### src/ebg_params.svh
// Constants for the external bus grant and read port.
// Assumes inclusion by bare name from design files; no side effects.
`ifndef EBG_PARAMS_SVH
`define EBG_PARAMS_SVH
`define EBG_WAIT_W 3
`define EBG_ADDR_W 14
`define EBG_DATA_W 24
`define EBG_PHASE_W 2
`define EBG_PHASE_RISE 2'h0
`define EBG_PHASE_LOW 2'h2
`define EBG_WAIT_RESET 3'h0
`endif

### src/ebg_pkg.sv
// Types for the external bus grant and read port.
// Assumes ebg_params.svh is on the include path.
`include "ebg_params.svh"
package ebg_pkg;
	typedef enum logic [4:0] {
		EBG_IDLE = 5'b0_0001,
		EBG_READ = 5'b0_0010,
		EBG_RELEASE = 5'b0_0100,
		EBG_GRANTED = 5'b0_1000,
		EBG_RECLAIM = 5'b1_0000
	} ebg_state_e;
	typedef logic [`EBG_WAIT_W-1:0] ebg_wait_t;
endpackage : ebg_pkg

### src/ebg_port.sv
// External memory bus port: request/grant handover and read cycle.
// Assumes one clk; processor cycle is four clk phases; pins resolved outside.
// Notes on behaviour
// - Request sampled once per processor cycle; late request taken next cycle.
// - Grant goes low the processor cycle after release; release waits for any read in progress to end.
// - Request is synchronised inside, no external synchroniser needed.
// - Selects and strobes released to high impedance before grant goes low.
// - Selects and strobes driven again no earlier than grant going high.
// - Read strobe lengthened by programmed wait states times processor cycle.
`include "ebg_params.svh"
module ebg_port #(
	parameter int WAIT_W = `EBG_WAIT_W,
	parameter int ADDR_W = `EBG_ADDR_W,
	parameter int DATA_W = `EBG_DATA_W
) (
	input wire logic clk,
	input wire logic reset,
	input wire logic bus_request_n,
	output logic bus_grant_n,
	output logic processor_clock_out,
	output logic data_mem_select_n,
	output logic prog_mem_select_n,
	output logic boot_mem_select_n,
	output logic read_strobe_n,
	output logic write_strobe_n,
	output logic strobes_oe_n,
	output logic [ADDR_W-1:0] mem_addr,
	input wire logic [DATA_W-1:0] mem_data_in,
	input wire logic [WAIT_W-1:0] wait_states,
	input wire logic rd_req,
	input wire logic [1:0] rd_space,
	input wire logic [ADDR_W-1:0] rd_addr,
	output logic rd_ready,
	output logic rd_done,
	output logic [DATA_W-1:0] rd_data
);
	logic [`EBG_PHASE_W-1:0] phase_q, phase_d;
	logic cyc_start;
	logic recognised;
	ebg_pkg::ebg_state_e state_q, state_d;
	logic [WAIT_W-1:0] wcnt_q, wcnt_d;
	logic [1:0] sub_q, sub_d;
	logic [2:0] sel_q, sel_d;
	logic rd_q, rd_d;
	logic oe_n_q, oe_n_d;
	logic bg_n_q, bg_n_d;
	logic done_q, done_d;
	logic [ADDR_W-1:0] addr_q, addr_d;
	logic [DATA_W-1:0] data_q, data_d;
	logic ev_release;
	logic ev_take;
	logic ev_strobe;
	logic ev_end;
	logic ev_grant;
	logic ev_ungrant;
	logic ev_reclaim;

	ebg_req_sync u_sync (
		.clk(clk),
		.reset(reset),
		.async_in_n(bus_request_n),
		.sample_en(phase_q == `EBG_PHASE_LOW),
		.recognised(recognised)
	);

	assign cyc_start = (phase_q == `EBG_PHASE_RISE);

	// Processor cycle phase counter
	always_comb begin
		phase_d = phase_q + 2'h1;
	end

	always_ff @(posedge clk) begin
		if (reset) begin
			phase_q <= `EBG_PHASE_RISE;
		end else begin
			phase_q <= phase_d;
		end
	end

	// Bus ownership and read sequencing
	always_comb begin
		state_d = state_q;
		wcnt_d = wcnt_q;
		sub_d = sub_q;
		ev_release = 1'b0;
		ev_take = 1'b0;
		ev_strobe = 1'b0;
		ev_end = 1'b0;
		ev_grant = 1'b0;
		ev_ungrant = 1'b0;
		ev_reclaim = 1'b0;
		unique case (state_q)
			ebg_pkg::EBG_IDLE: begin
				if (cyc_start && recognised) begin
					ev_release = 1'b1;
					state_d = ebg_pkg::EBG_RELEASE;
				end else if (cyc_start && rd_req) begin
					ev_take = 1'b1;
					wcnt_d = wait_states;
					sub_d = 2'h0;
					state_d = ebg_pkg::EBG_READ;
				end
			end
			ebg_pkg::EBG_READ: begin
				if (phase_q == 2'h1 && sub_q == 2'h0) begin
					ev_strobe = 1'b1;
				end
				if (cyc_start) begin
					sub_d = 2'h1;
				end
				if (phase_q == 2'h3 && sub_q != 2'h0) begin
					if (wcnt_q != '0) begin
						wcnt_d = wcnt_q - 1'b1;
					end else begin
						ev_end = 1'b1;
						state_d = ebg_pkg::EBG_IDLE;
					end
				end
			end
			ebg_pkg::EBG_RELEASE: begin
				if (cyc_start) begin
					ev_grant = 1'b1;
					state_d = ebg_pkg::EBG_GRANTED;
				end
			end
			ebg_pkg::EBG_GRANTED: begin
				if (cyc_start && !recognised) begin
					ev_ungrant = 1'b1;
					state_d = ebg_pkg::EBG_RECLAIM;
				end
			end
			ebg_pkg::EBG_RECLAIM: begin
				ev_reclaim = 1'b1;
				state_d = ebg_pkg::EBG_IDLE;
			end
			default: begin
				state_d = ebg_pkg::EBG_IDLE;
			end
		endcase
	end

	always_ff @(posedge clk) begin
		if (reset) begin
			state_q <= ebg_pkg::EBG_IDLE;
			wcnt_q <= `EBG_WAIT_RESET;
			sub_q <= 2'h0;
		end else begin
			state_q <= state_d;
			wcnt_q <= wcnt_d;
			sub_q <= sub_d;
		end
	end

	// Pin and result registers
	always_comb begin
		sel_d = sel_q;
		rd_d = rd_q;
		oe_n_d = oe_n_q;
		bg_n_d = bg_n_q;
		done_d = 1'b0;
		addr_d = addr_q;
		data_d = data_q;
		if (ev_release) begin
			oe_n_d = 1'b1;
			sel_d = 3'h7;
			rd_d = 1'b1;
		end
		if (ev_take) begin
			addr_d = rd_addr;
			sel_d = ~(3'h1 << rd_space);
		end
		if (ev_strobe) begin
			rd_d = 1'b0;
		end
		if (ev_end) begin
			data_d = mem_data_in;
			rd_d = 1'b1;
			sel_d = 3'h7;
			done_d = 1'b1;
		end
		if (ev_grant) begin
			bg_n_d = 1'b0;
		end
		if (ev_ungrant) begin
			bg_n_d = 1'b1;
		end
		if (ev_reclaim) begin
			oe_n_d = 1'b0;
		end
	end

	always_ff @(posedge clk) begin
		if (reset) begin
			sel_q <= 3'h7;
			rd_q <= 1'b1;
			oe_n_q <= 1'b0;
			bg_n_q <= 1'b1;
			done_q <= 1'b0;
			addr_q <= '0;
			data_q <= '0;
		end else begin
			sel_q <= sel_d;
			rd_q <= rd_d;
			oe_n_q <= oe_n_d;
			bg_n_q <= bg_n_d;
			done_q <= done_d;
			addr_q <= addr_d;
			data_q <= data_d;
		end
	end

	// Output clock high in phases 0 and 1
	assign processor_clock_out = ~phase_q[1];
	assign bus_grant_n = bg_n_q;
	assign data_mem_select_n = sel_q[0];
	assign prog_mem_select_n = sel_q[1];
	assign boot_mem_select_n = sel_q[2];
	assign read_strobe_n = rd_q;
	assign write_strobe_n = 1'b1;
	assign strobes_oe_n = oe_n_q;
	assign mem_addr = addr_q;
	assign rd_ready = (state_q == ebg_pkg::EBG_IDLE) && cyc_start && !recognised;
	assign rd_done = done_q;
	assign rd_data = data_q;
endmodule : ebg_port

### src/ebg_req_sync.sv
// Two-stage synchroniser with recognition level, held between sample_en strobes, for the bus request.
// Assumes the request may change at any time relative to clk.
module ebg_req_sync (
	input wire logic clk,
	input wire logic reset,
	input wire logic async_in_n,
	input wire logic sample_en,
	output logic recognised
);
	logic meta_q, meta_d;
	logic sync_q, sync_d;
	logic rec_q, rec_d;
	always_comb begin
		meta_d = ~async_in_n;
		sync_d = meta_q;
		rec_d = sample_en ? sync_q : rec_q;
	end
	always_ff @(posedge clk) begin
		if (reset) begin
			meta_q <= 1'b0;
			sync_q <= 1'b0;
			rec_q <= 1'b0;
		end else begin
			meta_q <= meta_d;
			sync_q <= sync_d;
			rec_q <= rec_d;
		end
	end
	assign recognised = rec_q;
endmodule : ebg_req_sync

### config.mk
export PLATFORM = sky130hd
export DESIGN_NAME = ebg_port
export DESIGN_NICKNAME = d
export VERILOG_FILES = /design/src/ebg_pkg.sv /design/src/ebg_port.sv /design/src/ebg_req_sync.sv
export VERILOG_INCLUDE_DIRS = /design/src
export SDC_FILE = /design/constraint.sdc
export NUM_CORES = 1
export LEC_CHECK = 0
export BUFFER_PORTS_ARGS = -buffer_cell sky130_fd_sc_hd__clkbuf_2
export CAP_MARGIN = 25
export CORE_MARGIN = 4
export CORE_UTILIZATION = 43
export CTS_CLUSTER_SIZE = 28
export DETAILED_ROUTE_END_ITERATION = 16
export HOLD_SLACK_MARGIN = 0.12
export PLACE_DENSITY = 0.75
export SLEW_MARGIN = 20
export SYNTH_ARGS = -nofsm -noshare
export SYNTH_HDL_FRONTEND = slang
export SYNTH_HIERARCHICAL = 1
export SYNTH_SLANG_ARGS = --single-unit
### constraint.sdc
create_clock -name clk -period 3.5 [get_ports clk]
set_input_delay 0 -clock clk [delete_from_list [all_inputs] [get_ports clk]]
set_output_delay 0 -clock clk [all_outputs]
set_load 0.1 [all_outputs]
# Yosys cells after proc, flatten, opt, wreduce, memory -nomap -nowiden
# Index checks and enable logic that the tools add are counted.
dict set report word_totals {
  inputBits 47
  word_cells 94
  output_inout_bits 48
  regBits 60
}
dict set report classes {
  bitwise_logic 3
  n_eq_ne 17
  addsub 2
  n_reduce_logical 21
  n_mux 36
  shift 1
}
# operator n
set ops {}
lappend ops {{$mux 5} 6}
lappend ops {{$pmux 5 s4} 1}
lappend ops {{$mux 1} 18}
lappend ops {{$mux 3} 6}
lappend ops {{$ne 2x2->1 const B} 8}
lappend ops {{$reduce_and 5->1} 2}
lappend ops {{$reduce_bool 2->1} 4}
lappend ops {{$logic_and 1x1->1} 7}
lappend ops {{$mux 2} 3}
lappend ops {{$pmux 3 s2} 1}
lappend ops {{$reduce_or 2->1} 3}
lappend ops {{$eq 5x1->1 const B} 1}
lappend ops {{$eq 5x2->1 const B} 1}
lappend ops {{$eq 5x3->1 const B} 1}
lappend ops {{$eq 5x4->1 const B} 1}
lappend ops {{$eq 5x5->1 const B} 1}
lappend ops {{$eq 2x2->1 const B} 2}
lappend ops {{$logic_not 2->1} 2}
lappend ops {{$pmux 2 s2} 1}
lappend ops {{$reduce_and 4->1} 1}
lappend ops {{$ne 3x3->1 const B} 1}
lappend ops {{$not 3->3} 1}
lappend ops {{$reduce_bool 3->1} 1}
lappend ops {{$shl 1x2->3 const A} 1}
lappend ops {{other kinds (5)} 6}

# Logic depth before layout (Yosys ltp)
# Gate-level depths: netlist of run 1.
dict set report depth {
  ltp_word 6
  ltp_mapped 8
  mapped_depth_nobuf 7
}

# Modules after synthesis
# The synthesis of run 1 kept the hierarchy.
# module n_inst cells_per_inst area_each_um2 seq_area_each_um2
set modules_own_cells {}
lappend modules_own_cells {ebg_port 1 223 2153.3 1121.1}
lappend modules_own_cells {ebg_req_sync 1 7 83.8 60.1}

# Worst setup path after synthesis of run 1
# OpenSTA, ideal clock, no wires.
dict set report synth_timing {
  path_type {reg2out}
  startpoint {reg phase_q[1]}
  endpoint {out rd_ready}
  slack_ns -0.974
  arrival_ns 4.474
  t_required_ns 3.500
  stages_incl_launch_ff 6
  cell_sequence {dfxtp_1 > inv_1 > ha_1 > clkbuf_1 > inv_1 > nor4_1}
}
dict set report synth_via {
  elab_chain_len 3
}
# item line_no
set synth_lines {}
lappend synth_lines {{from (decl)} ebg_port.sv:37} ;# logic [`EBG_PHASE_W-1:0] phase_q, phase_d;
lappend synth_lines {{from (signal assigned)} ebg_port.sv:75} ;# phase_q <= `EBG_PHASE_RISE;
lappend synth_lines {{from (signal assigned)} ebg_port.sv:77} ;# phase_q <= phase_d;
lappend synth_lines {{$logic_not 2->1 (no line)} -}
lappend synth_lines {{$logic_and 1x1->1 (2 in a row)} ebg_port.sv:223} ;# assign rd_ready = (state_q == ebg_pkg::EBG_IDLE) && cyc_start && !recognised;
lappend synth_lines {{to (decl)} ebg_port.sv:33} ;# output logic rd_ready,
# Every way passes these cells.

# Worst setup path after layout of run 1
dict set report layout_timing {
  startpoint {reg state_q[1]}
  endpoint {reg sel_q[1]}
}
dict set report layout_via {
  elab_chain_len 3
}
# item line_no
set layout_lines {}
lappend layout_lines {{from (decl)} ebg_port.sv:40} ;# ebg_pkg::ebg_state_e state_q, state_d;
lappend layout_lines {{from (signal assigned)} ebg_port.sv:145} ;# state_q <= ebg_pkg::EBG_IDLE;
lappend layout_lines {{from (signal assigned)} ebg_port.sv:149} ;# state_q <= state_d;
lappend layout_lines {{$eq 5x1->1 or $eq 5x2->1 (tied branches)} ebg_port.sv:93} ;# unique case (state_q)
lappend layout_lines {{$mux 1} ebg_port.sv:93}
lappend layout_lines {{$mux 3, or another cell as far along} ebg_port.sv:169} ;# if (ev_take) begin
lappend layout_lines {{to (signal assigned)} ebg_port.sv:203} ;# sel_q <= sel_d;
lappend layout_lines {{to (decl)} ebg_port.sv:43} ;# logic [2:0] sel_q, sel_d;
# Parallel ways exist; a longest one is shown, timed or not.
# A chain may end at the register's enable or synchronous reset.

==> out/summary.txt, run 1 <==
status: complete, no violations
DRC: 0
row cnt: 25
post-route design area: 0.00342 mm²
reg2reg end: sel_q[1]
post-synthesis mux area share: 0.00951
CTS tree: built
CP max-delay cell: or3_1
commonest register cell after synthesis: dfxtp_1
routed len/inst: 13.8 µm
Final Setup Violations: 0
Final min period: 2.79 ns
cell area after placement: 0.00274 mm²
Pint: 1360 µW
crit-path max cell delay: 0.68 ns
clk slew on worst S/H paths: 0.07 ns
grt met1 use: 0.225
post-synthesis compound-gate area fraction: 0.221
post-route ant nets: 0
H-tree levels: 3
Max Slew Vio Count: 0
slew margin rel.: 0.481
Longest Clk Path Bufs: 2
Avg Synthesized Cell Area: 9.73 µm²
most frequent cells in the layout: clkbuf_2, dfxtp_1, dlygate4sd3_1, nand2_1, a22o_1
worst slew pin tran: 0.774 ns
GR Layer Usage met3: 0.0729
First-pass DRT Iterations: 4
routed wire length: 6040 µm
area of the core: 0.00488 mm²
Initial Utilization: 0.458
worst hold start: rd_req
VDD IR max: 0.000282 V
Syn Nets: 283
critical path class: reg -> reg
area of the mapped netlist: 0.00224 mm²
routed vias/inst: 4.97
CP max FO: 21
reg2reg path depth: 5
Die X: 80.1 µm
GPL Wtd Cong: 0.871
largest net degree at the start of global routing: 33
clock share of power: 0.320
Seq/Total Area, Yosys: 0.528
nets: 418
initial antenna violation count: 0
Final HPWL DP: 3720 µm
Tot GR Track Use: 0.193
I/O pin count: 95
setup TNS: 0 ns
layout cells sized above 1: 0.316
hold path depth: 4
Synth-to-Final Area Change: 52.8%
Worst Setup End Kind: flop
leakage power: 0.00152 µW
pwr dens: 638 mW/mm²
CTS buffer count: 9
grt met2 use: 0.325
Sink Count: 59
buffers added on ports: 93
total die area: 0.00642 mm²
Clock Latency Late Sink: 0.34 ns
worst r2r src: state_q[1]
GRT Max-Usage Layer: met2
final worst-path cycle share: 0.797
Inserted Diodes: 0
worst hold path class: in -> reg
Net Sw Power: 825 µW
Seq cells post-synth: 59
CTS root buf: clkbuf_8
height of the chip: 80.1 µm
Hold Vio Cnt, Final: 0
max cap viols: 0
first-pass GRT wire length: 9640 µm
vias in the first global route: 2069
CTS resizes: 0
clk_skew: 0.00664 ns
yosys warns: 6
Mapped Cells: 230
GRT overflow: 0
Comb power frac: 0.325
reg-to-reg slack, setup: 0.71 ns
Vias: 2174
commonest non-fill, non-tap cell in the layout: clkbuf_2
Switching Fraction: 0.378
Post-Synth Simple-Gate Area: 0.155
Synth Area in XOR/XNOR: 0.00391
adder-cell share of the synthesized area: 0.0336
crit path launch type: flop
Peak Freq: 359 MHz
crit-path cells: or4b_1 > or3_1 > o32ai_1 > dlygate4sd3_1 > nand2_1
CP arrival: 2.98 ns
RSZ-0062 raised after global routing: no
ys async rst share: 0
largest family of logic cells by synthesized area: compound AO/OA/AOI/OAI gates
Critical Path RT: 3.69 ns
EDFF count, synth: 0
Hold Path End: state_q[3]
Netlist cell types: 43
First DRT Iteration DRCs: 71
sequential power share: 0.355
-- final cells by class --
cell class / count / area [µm²]
Timing Repair Buffer: 140 / 931
Inverter: 9 / 33.8
Clock inverter: 6 / 88.8
Clock buffer: 10 / 138
Tap cell: 67 / 83.8
Sequential cell: 59 / 1180
Multi-Input combinational cell: 146 / 962
Fill cell: 370 / 1460
-- worst max-delay path: cells and delay by family, from the launching register on --
kind	cells	cell delay, ns
and+or+nand+nor	3	1.38
AOI/OAI and AO/OA	1	0.32
DFF	1	0.36
buffers and inverters	1	0.58
-- repair_timing --
| item | 4_1_cts | 5_1_grt |
|---|---|---|
| setup buffers | 0 | 0 |
| hold endpoints to repair | 45 | 0 |
| hold buffers | 45 | 0 |
-- kinds of logic (layout without fill, tap and decap cells) --
group / Yosys count / in the layout
flops: 59 / 59
mux: 2 / 2
compound gates: 66 / 66
simple gates: 70 / 70
xor+xnor: 1 / 1
fa+ha+maj: 6 / 6
other cells: 1 / 1
buf+inv: 25 / 165
-- synthesized netlist by cell type (2+ instances only) --
cell	n	area, µm²
nand3b_1	3	22.5
a21oi_1	16	80.1
nand2_1	32	120
nand3_1	4	20.0
a221oi_1	4	35.0
nor4b_1	2	17.5
and3b_1	2	17.5
nor2_1	10	37.5
buf_2	6	30.0
nor2b_1	2	12.5
ha_1	6	75.1
nand2b_1	2	12.5
a31oi_1	3	18.8
o32ai_1	3	26.3
a221o_1	2	20.0
clkbuf_1	8	30.0
nor3_1	4	20.0
a22o_1	24	210
inv_1	9	33.8
o21ai_0	4	20.0
dfxtp_1	59	1180
a22oi_1	2	15.0
o21bai_1	3	22.5
-- layer usage --
layer	part of all wire	vias up
met4	0.0098	0
li1	-	1093
met2	0.48	84
met5	0	-
met3	0.078	6
met1	0.43	991
-- state kept, by name, indices dropped and copies added (netlist names), 2 cells and up --
name and count:
wcnt_q 3, rd_data 24, state_q 5, phase_q 2, sel_q 3, mem_addr 14
-- worst max-delay path by stage --
stage / from / slack (ns) / to
global placement: state_q[1] / 1.28 / sel_q[1]
floorplan: phase_q[1] / 0.19 / rd_ready
global route: state_q[0] / 0.58 / sel_q[1]
finish: state_q[1] / 0.71 / sel_q[1]
detailed placement: state_q[4] / 1.25 / rd_data[12]
CTS: state_q[1] / 0.71 / sel_q[1]
-- power groups by stage --
stage / logic [µW] / clock network, µW / registers [µW]
finish: 709 / 698 / 775
detailed placement: 662 / 0 / 790
global placement: 654 / 0 / 786
global route: 765 / 743 / 784
floorplan: 355 / 0 / 979
CTS: 706 / 709 / 774
-- stage by stage --
step                total power, µW  instances  worst slack [ns]  hold WS, ns  utilization
floorplan                      1330        230             0.191       0.0667            -
detailed placement             1450        376              1.25        0.160        0.562
global route                   2290        437             0.579        0.219        0.701
global placement               1440        376              1.28        0.158        0.562
finish                         2180        437             0.711        0.205        0.701
CTS                            2190        437             0.712        0.187        0.701
(Power assumes the default switching activity.)
==> run 2: changes to the inputs <==
CORE_UTILIZATION = 42   (was 43)
PLACE_DENSITY = 0.77   (was 0.75)
clock period = 2.4 ns   (was 3.5 ns; I/O delays follow)
==> out/summary.txt, run 2 (synthesis results as in run 1) <==
RSZ-0062 raised after global routing: no
status: complete, no violations
final core utilization: 0.667 (-0.0333)
GPL Wtd Cong: 0.821 (-5.7%)
I/O pin count: 95 (unchanged)
routed wire length: 6070 µm (+0.48%)
Vias: 2252 (+3.6%)
DRC: 0 (unchanged)
reg2reg end: wcnt_q[1]
CTS tree: built
CP Buf/Inv Count: 2 (+1)
Filler cells: 410 (+11%)
Worst path top cell family by delay: simple AND/OR/NAND/NOR gates
Clock Latency Late Sink: 0.33 ns (about the same)
max cap viols: 0 (unchanged)
critical path class: reg -> out
leakage power: 0.00153 µW (+0.52%)
setup TNS: 0 ns (unchanged)
most frequent cells in the layout: clkbuf_2, dfxtp_1, dlygate4sd3_1, nand2_1, a22o_1
Final Setup Violations: 0 (unchanged)
height of the chip: 81.0 µm (+1.1%)
reg-to-reg slack, setup: 0.40 ns (-0.31 ns)
final worst-path cycle share: 0.850
area occupied by multi-input gates: 971 µm² (+0.91%)
pwr dens: 901 mW/mm² (+41%)
Tot Pwr: 3090 µW (+42%)
Hold Vio Cnt, Final: 0 (unchanged)
commonest non-fill, non-tap cell in the layout: clkbuf_2
worst r2r src: state_q[1]
Critical Path RT: 2.40 ns (-1.29 ns)
crit-path cells: or4b_1 > buf_4 > nor4_4 > clkbuf_2
row cnt: 26 (+4.0%)
Hold Path End: state_q[2]
CTS buffer count: 9 (unchanged)
worst hold start: rd_req
Die X: 81.0 µm (+1.1%)
Worst Setup End Kind: primary output
routed vias/inst: 5.07 (+2.0%)
area of the core: 0.00514 mm² (+5.3%)
worst hold path class: in -> reg
Max Slew Vio Count: 0 (unchanged)
total die area: 0.00656 mm² (+2.1%)
reg2reg path depth: 5 (unchanged)
largest net degree at the start of global routing: 33 (unchanged)
GRT overflow: 0 (unchanged)
Final min period: 2.04 ns
slew margin rel.: 0.570 (+0.0884)
layout cells sized above 1: 0.326 (+0.00999)
CP startpoint: state_q[1]
Post-CTS Setup Bufs: 0 (unchanged)
cell area after placement: 0.00280 mm² (+2.0%)
Initial Utilization: 0.435 (-0.0232)
First DRT Iteration DRCs: 69 (-2.8%)
post-route design area: 0.00343 mm² (+0.33%)
nets: 422 (+0.96%)
First-pass DRT Iterations: 4 (unchanged)
Peak Freq: 490 MHz
Final HPWL DP: 3720 µm (+0.16%)
Longest Clk Path Bufs: 2 (unchanged)
CP max-delay cell: or4b_1
post-route ant nets: 0 (unchanged)
routed len/inst: 13.7 µm (-1.1%)
first-pass GRT wire length: 9680 µm (+0.43%)
initial antenna violation count: 0 (unchanged)
worst slew pin tran: 0.645 ns (-0.128 ns)
register area: 0.00118 mm² (unchanged)
hold path depth: 4 (unchanged)
Synth-to-Final Area Change: 53.3%
Inserted Diodes: 0 (unchanged)
clk slew on worst S/H paths: 0.07 ns (about the same)
Largest register FFs: 24 (unchanged)
Sink Count: 59 (unchanged)
Tot GR Track Use: 0.194 (+0.000634)
H-tree levels: 3 (unchanged)
crit-path max cell delay: 0.56 ns (-0.12 ns)
CTS root buf: clkbuf_8
CP arrival: 2.04 ns (-0.94 ns)
clk_skew: 0.00537 ns (-0.00127 ns)
CTS resizes: 0 (unchanged)
crit path launch type: flop
buffers added on ports: 93 (unchanged)
CP max FO: 7 (-67%)
VDD IR max: 0.000484 V (+72%)
vias in the first global route: 2231 (+7.8%)
==> run 2: tightest hold or removal path, cell delays in order <==
cell      delay, ns
clkbuf_2       0.10
nor2_1         0.13
a221oi_1       0.11
a21oi_1        0.12
==> run 2: worst max path at each step <==
stage | slack [ns] | cells past startpoint | end
3_5_place_dp | 0.45 | 5 | wcnt_q[1]
3_3_place_gp | 0.50 | 5 | mem_addr[4]
6_report | 0.36 | 4 | rd_ready
4_1_cts | 0.34 | 4 | rd_ready
5_1_grt | 0.24 | 5 | wcnt_q[2]
2_1_floorplan | 0.01 | 5 | rd_ready
==> run 2: routing by layer <==
layer / share of wire / global-route usage
met1: 0.40 / 0.208
met2: 0.50 / 0.337
met3: 0.073 / 0.0610
met5: 0 / 0
met4: 0.025 / 0.110
==> run 2: metrics by stage <==
stage / hold slack [ns] / setup slack [ns] / std cells
3_5_place_dp: 0.161 / 0.452 / 384
2_1_floorplan: 0.0667 / 0.00997 / 230
6_report: 0.178 / 0.359 / 444
5_1_grt: 0.219 / 0.239 / 444
3_3_place_gp: 0.159 / 0.502 / 384
4_1_cts: 0.159 / 0.336 / 444
==> run 2: report_power, final <==
part,total (µW),switching (µW),internal [µW],leakage (µW)
Clock,876,374,502,0.0000991
Combinational,1080,748,333,0.000951
Sequential,1130,65.7,1070,0.000479
==> run 2: cell type report <==
type | count | share of cell area
Clock inverter | 5 | 0.0153
Tap cell | 70 | 0.0255
Sequential cell | 59 | 0.344
Inverter | 9 | 0.0109
Multi-Input combinational cell | 146 | 0.283
Timing Repair Buffer | 144 | 0.279
Clock buffer | 11 | 0.0412
==> run 2: repair_timing <==
action / in CTS / in global routing
setup endpoints to repair: 0 / 0
hold buffers: 44 / 0
hold endpoints to repair: 45 / 0
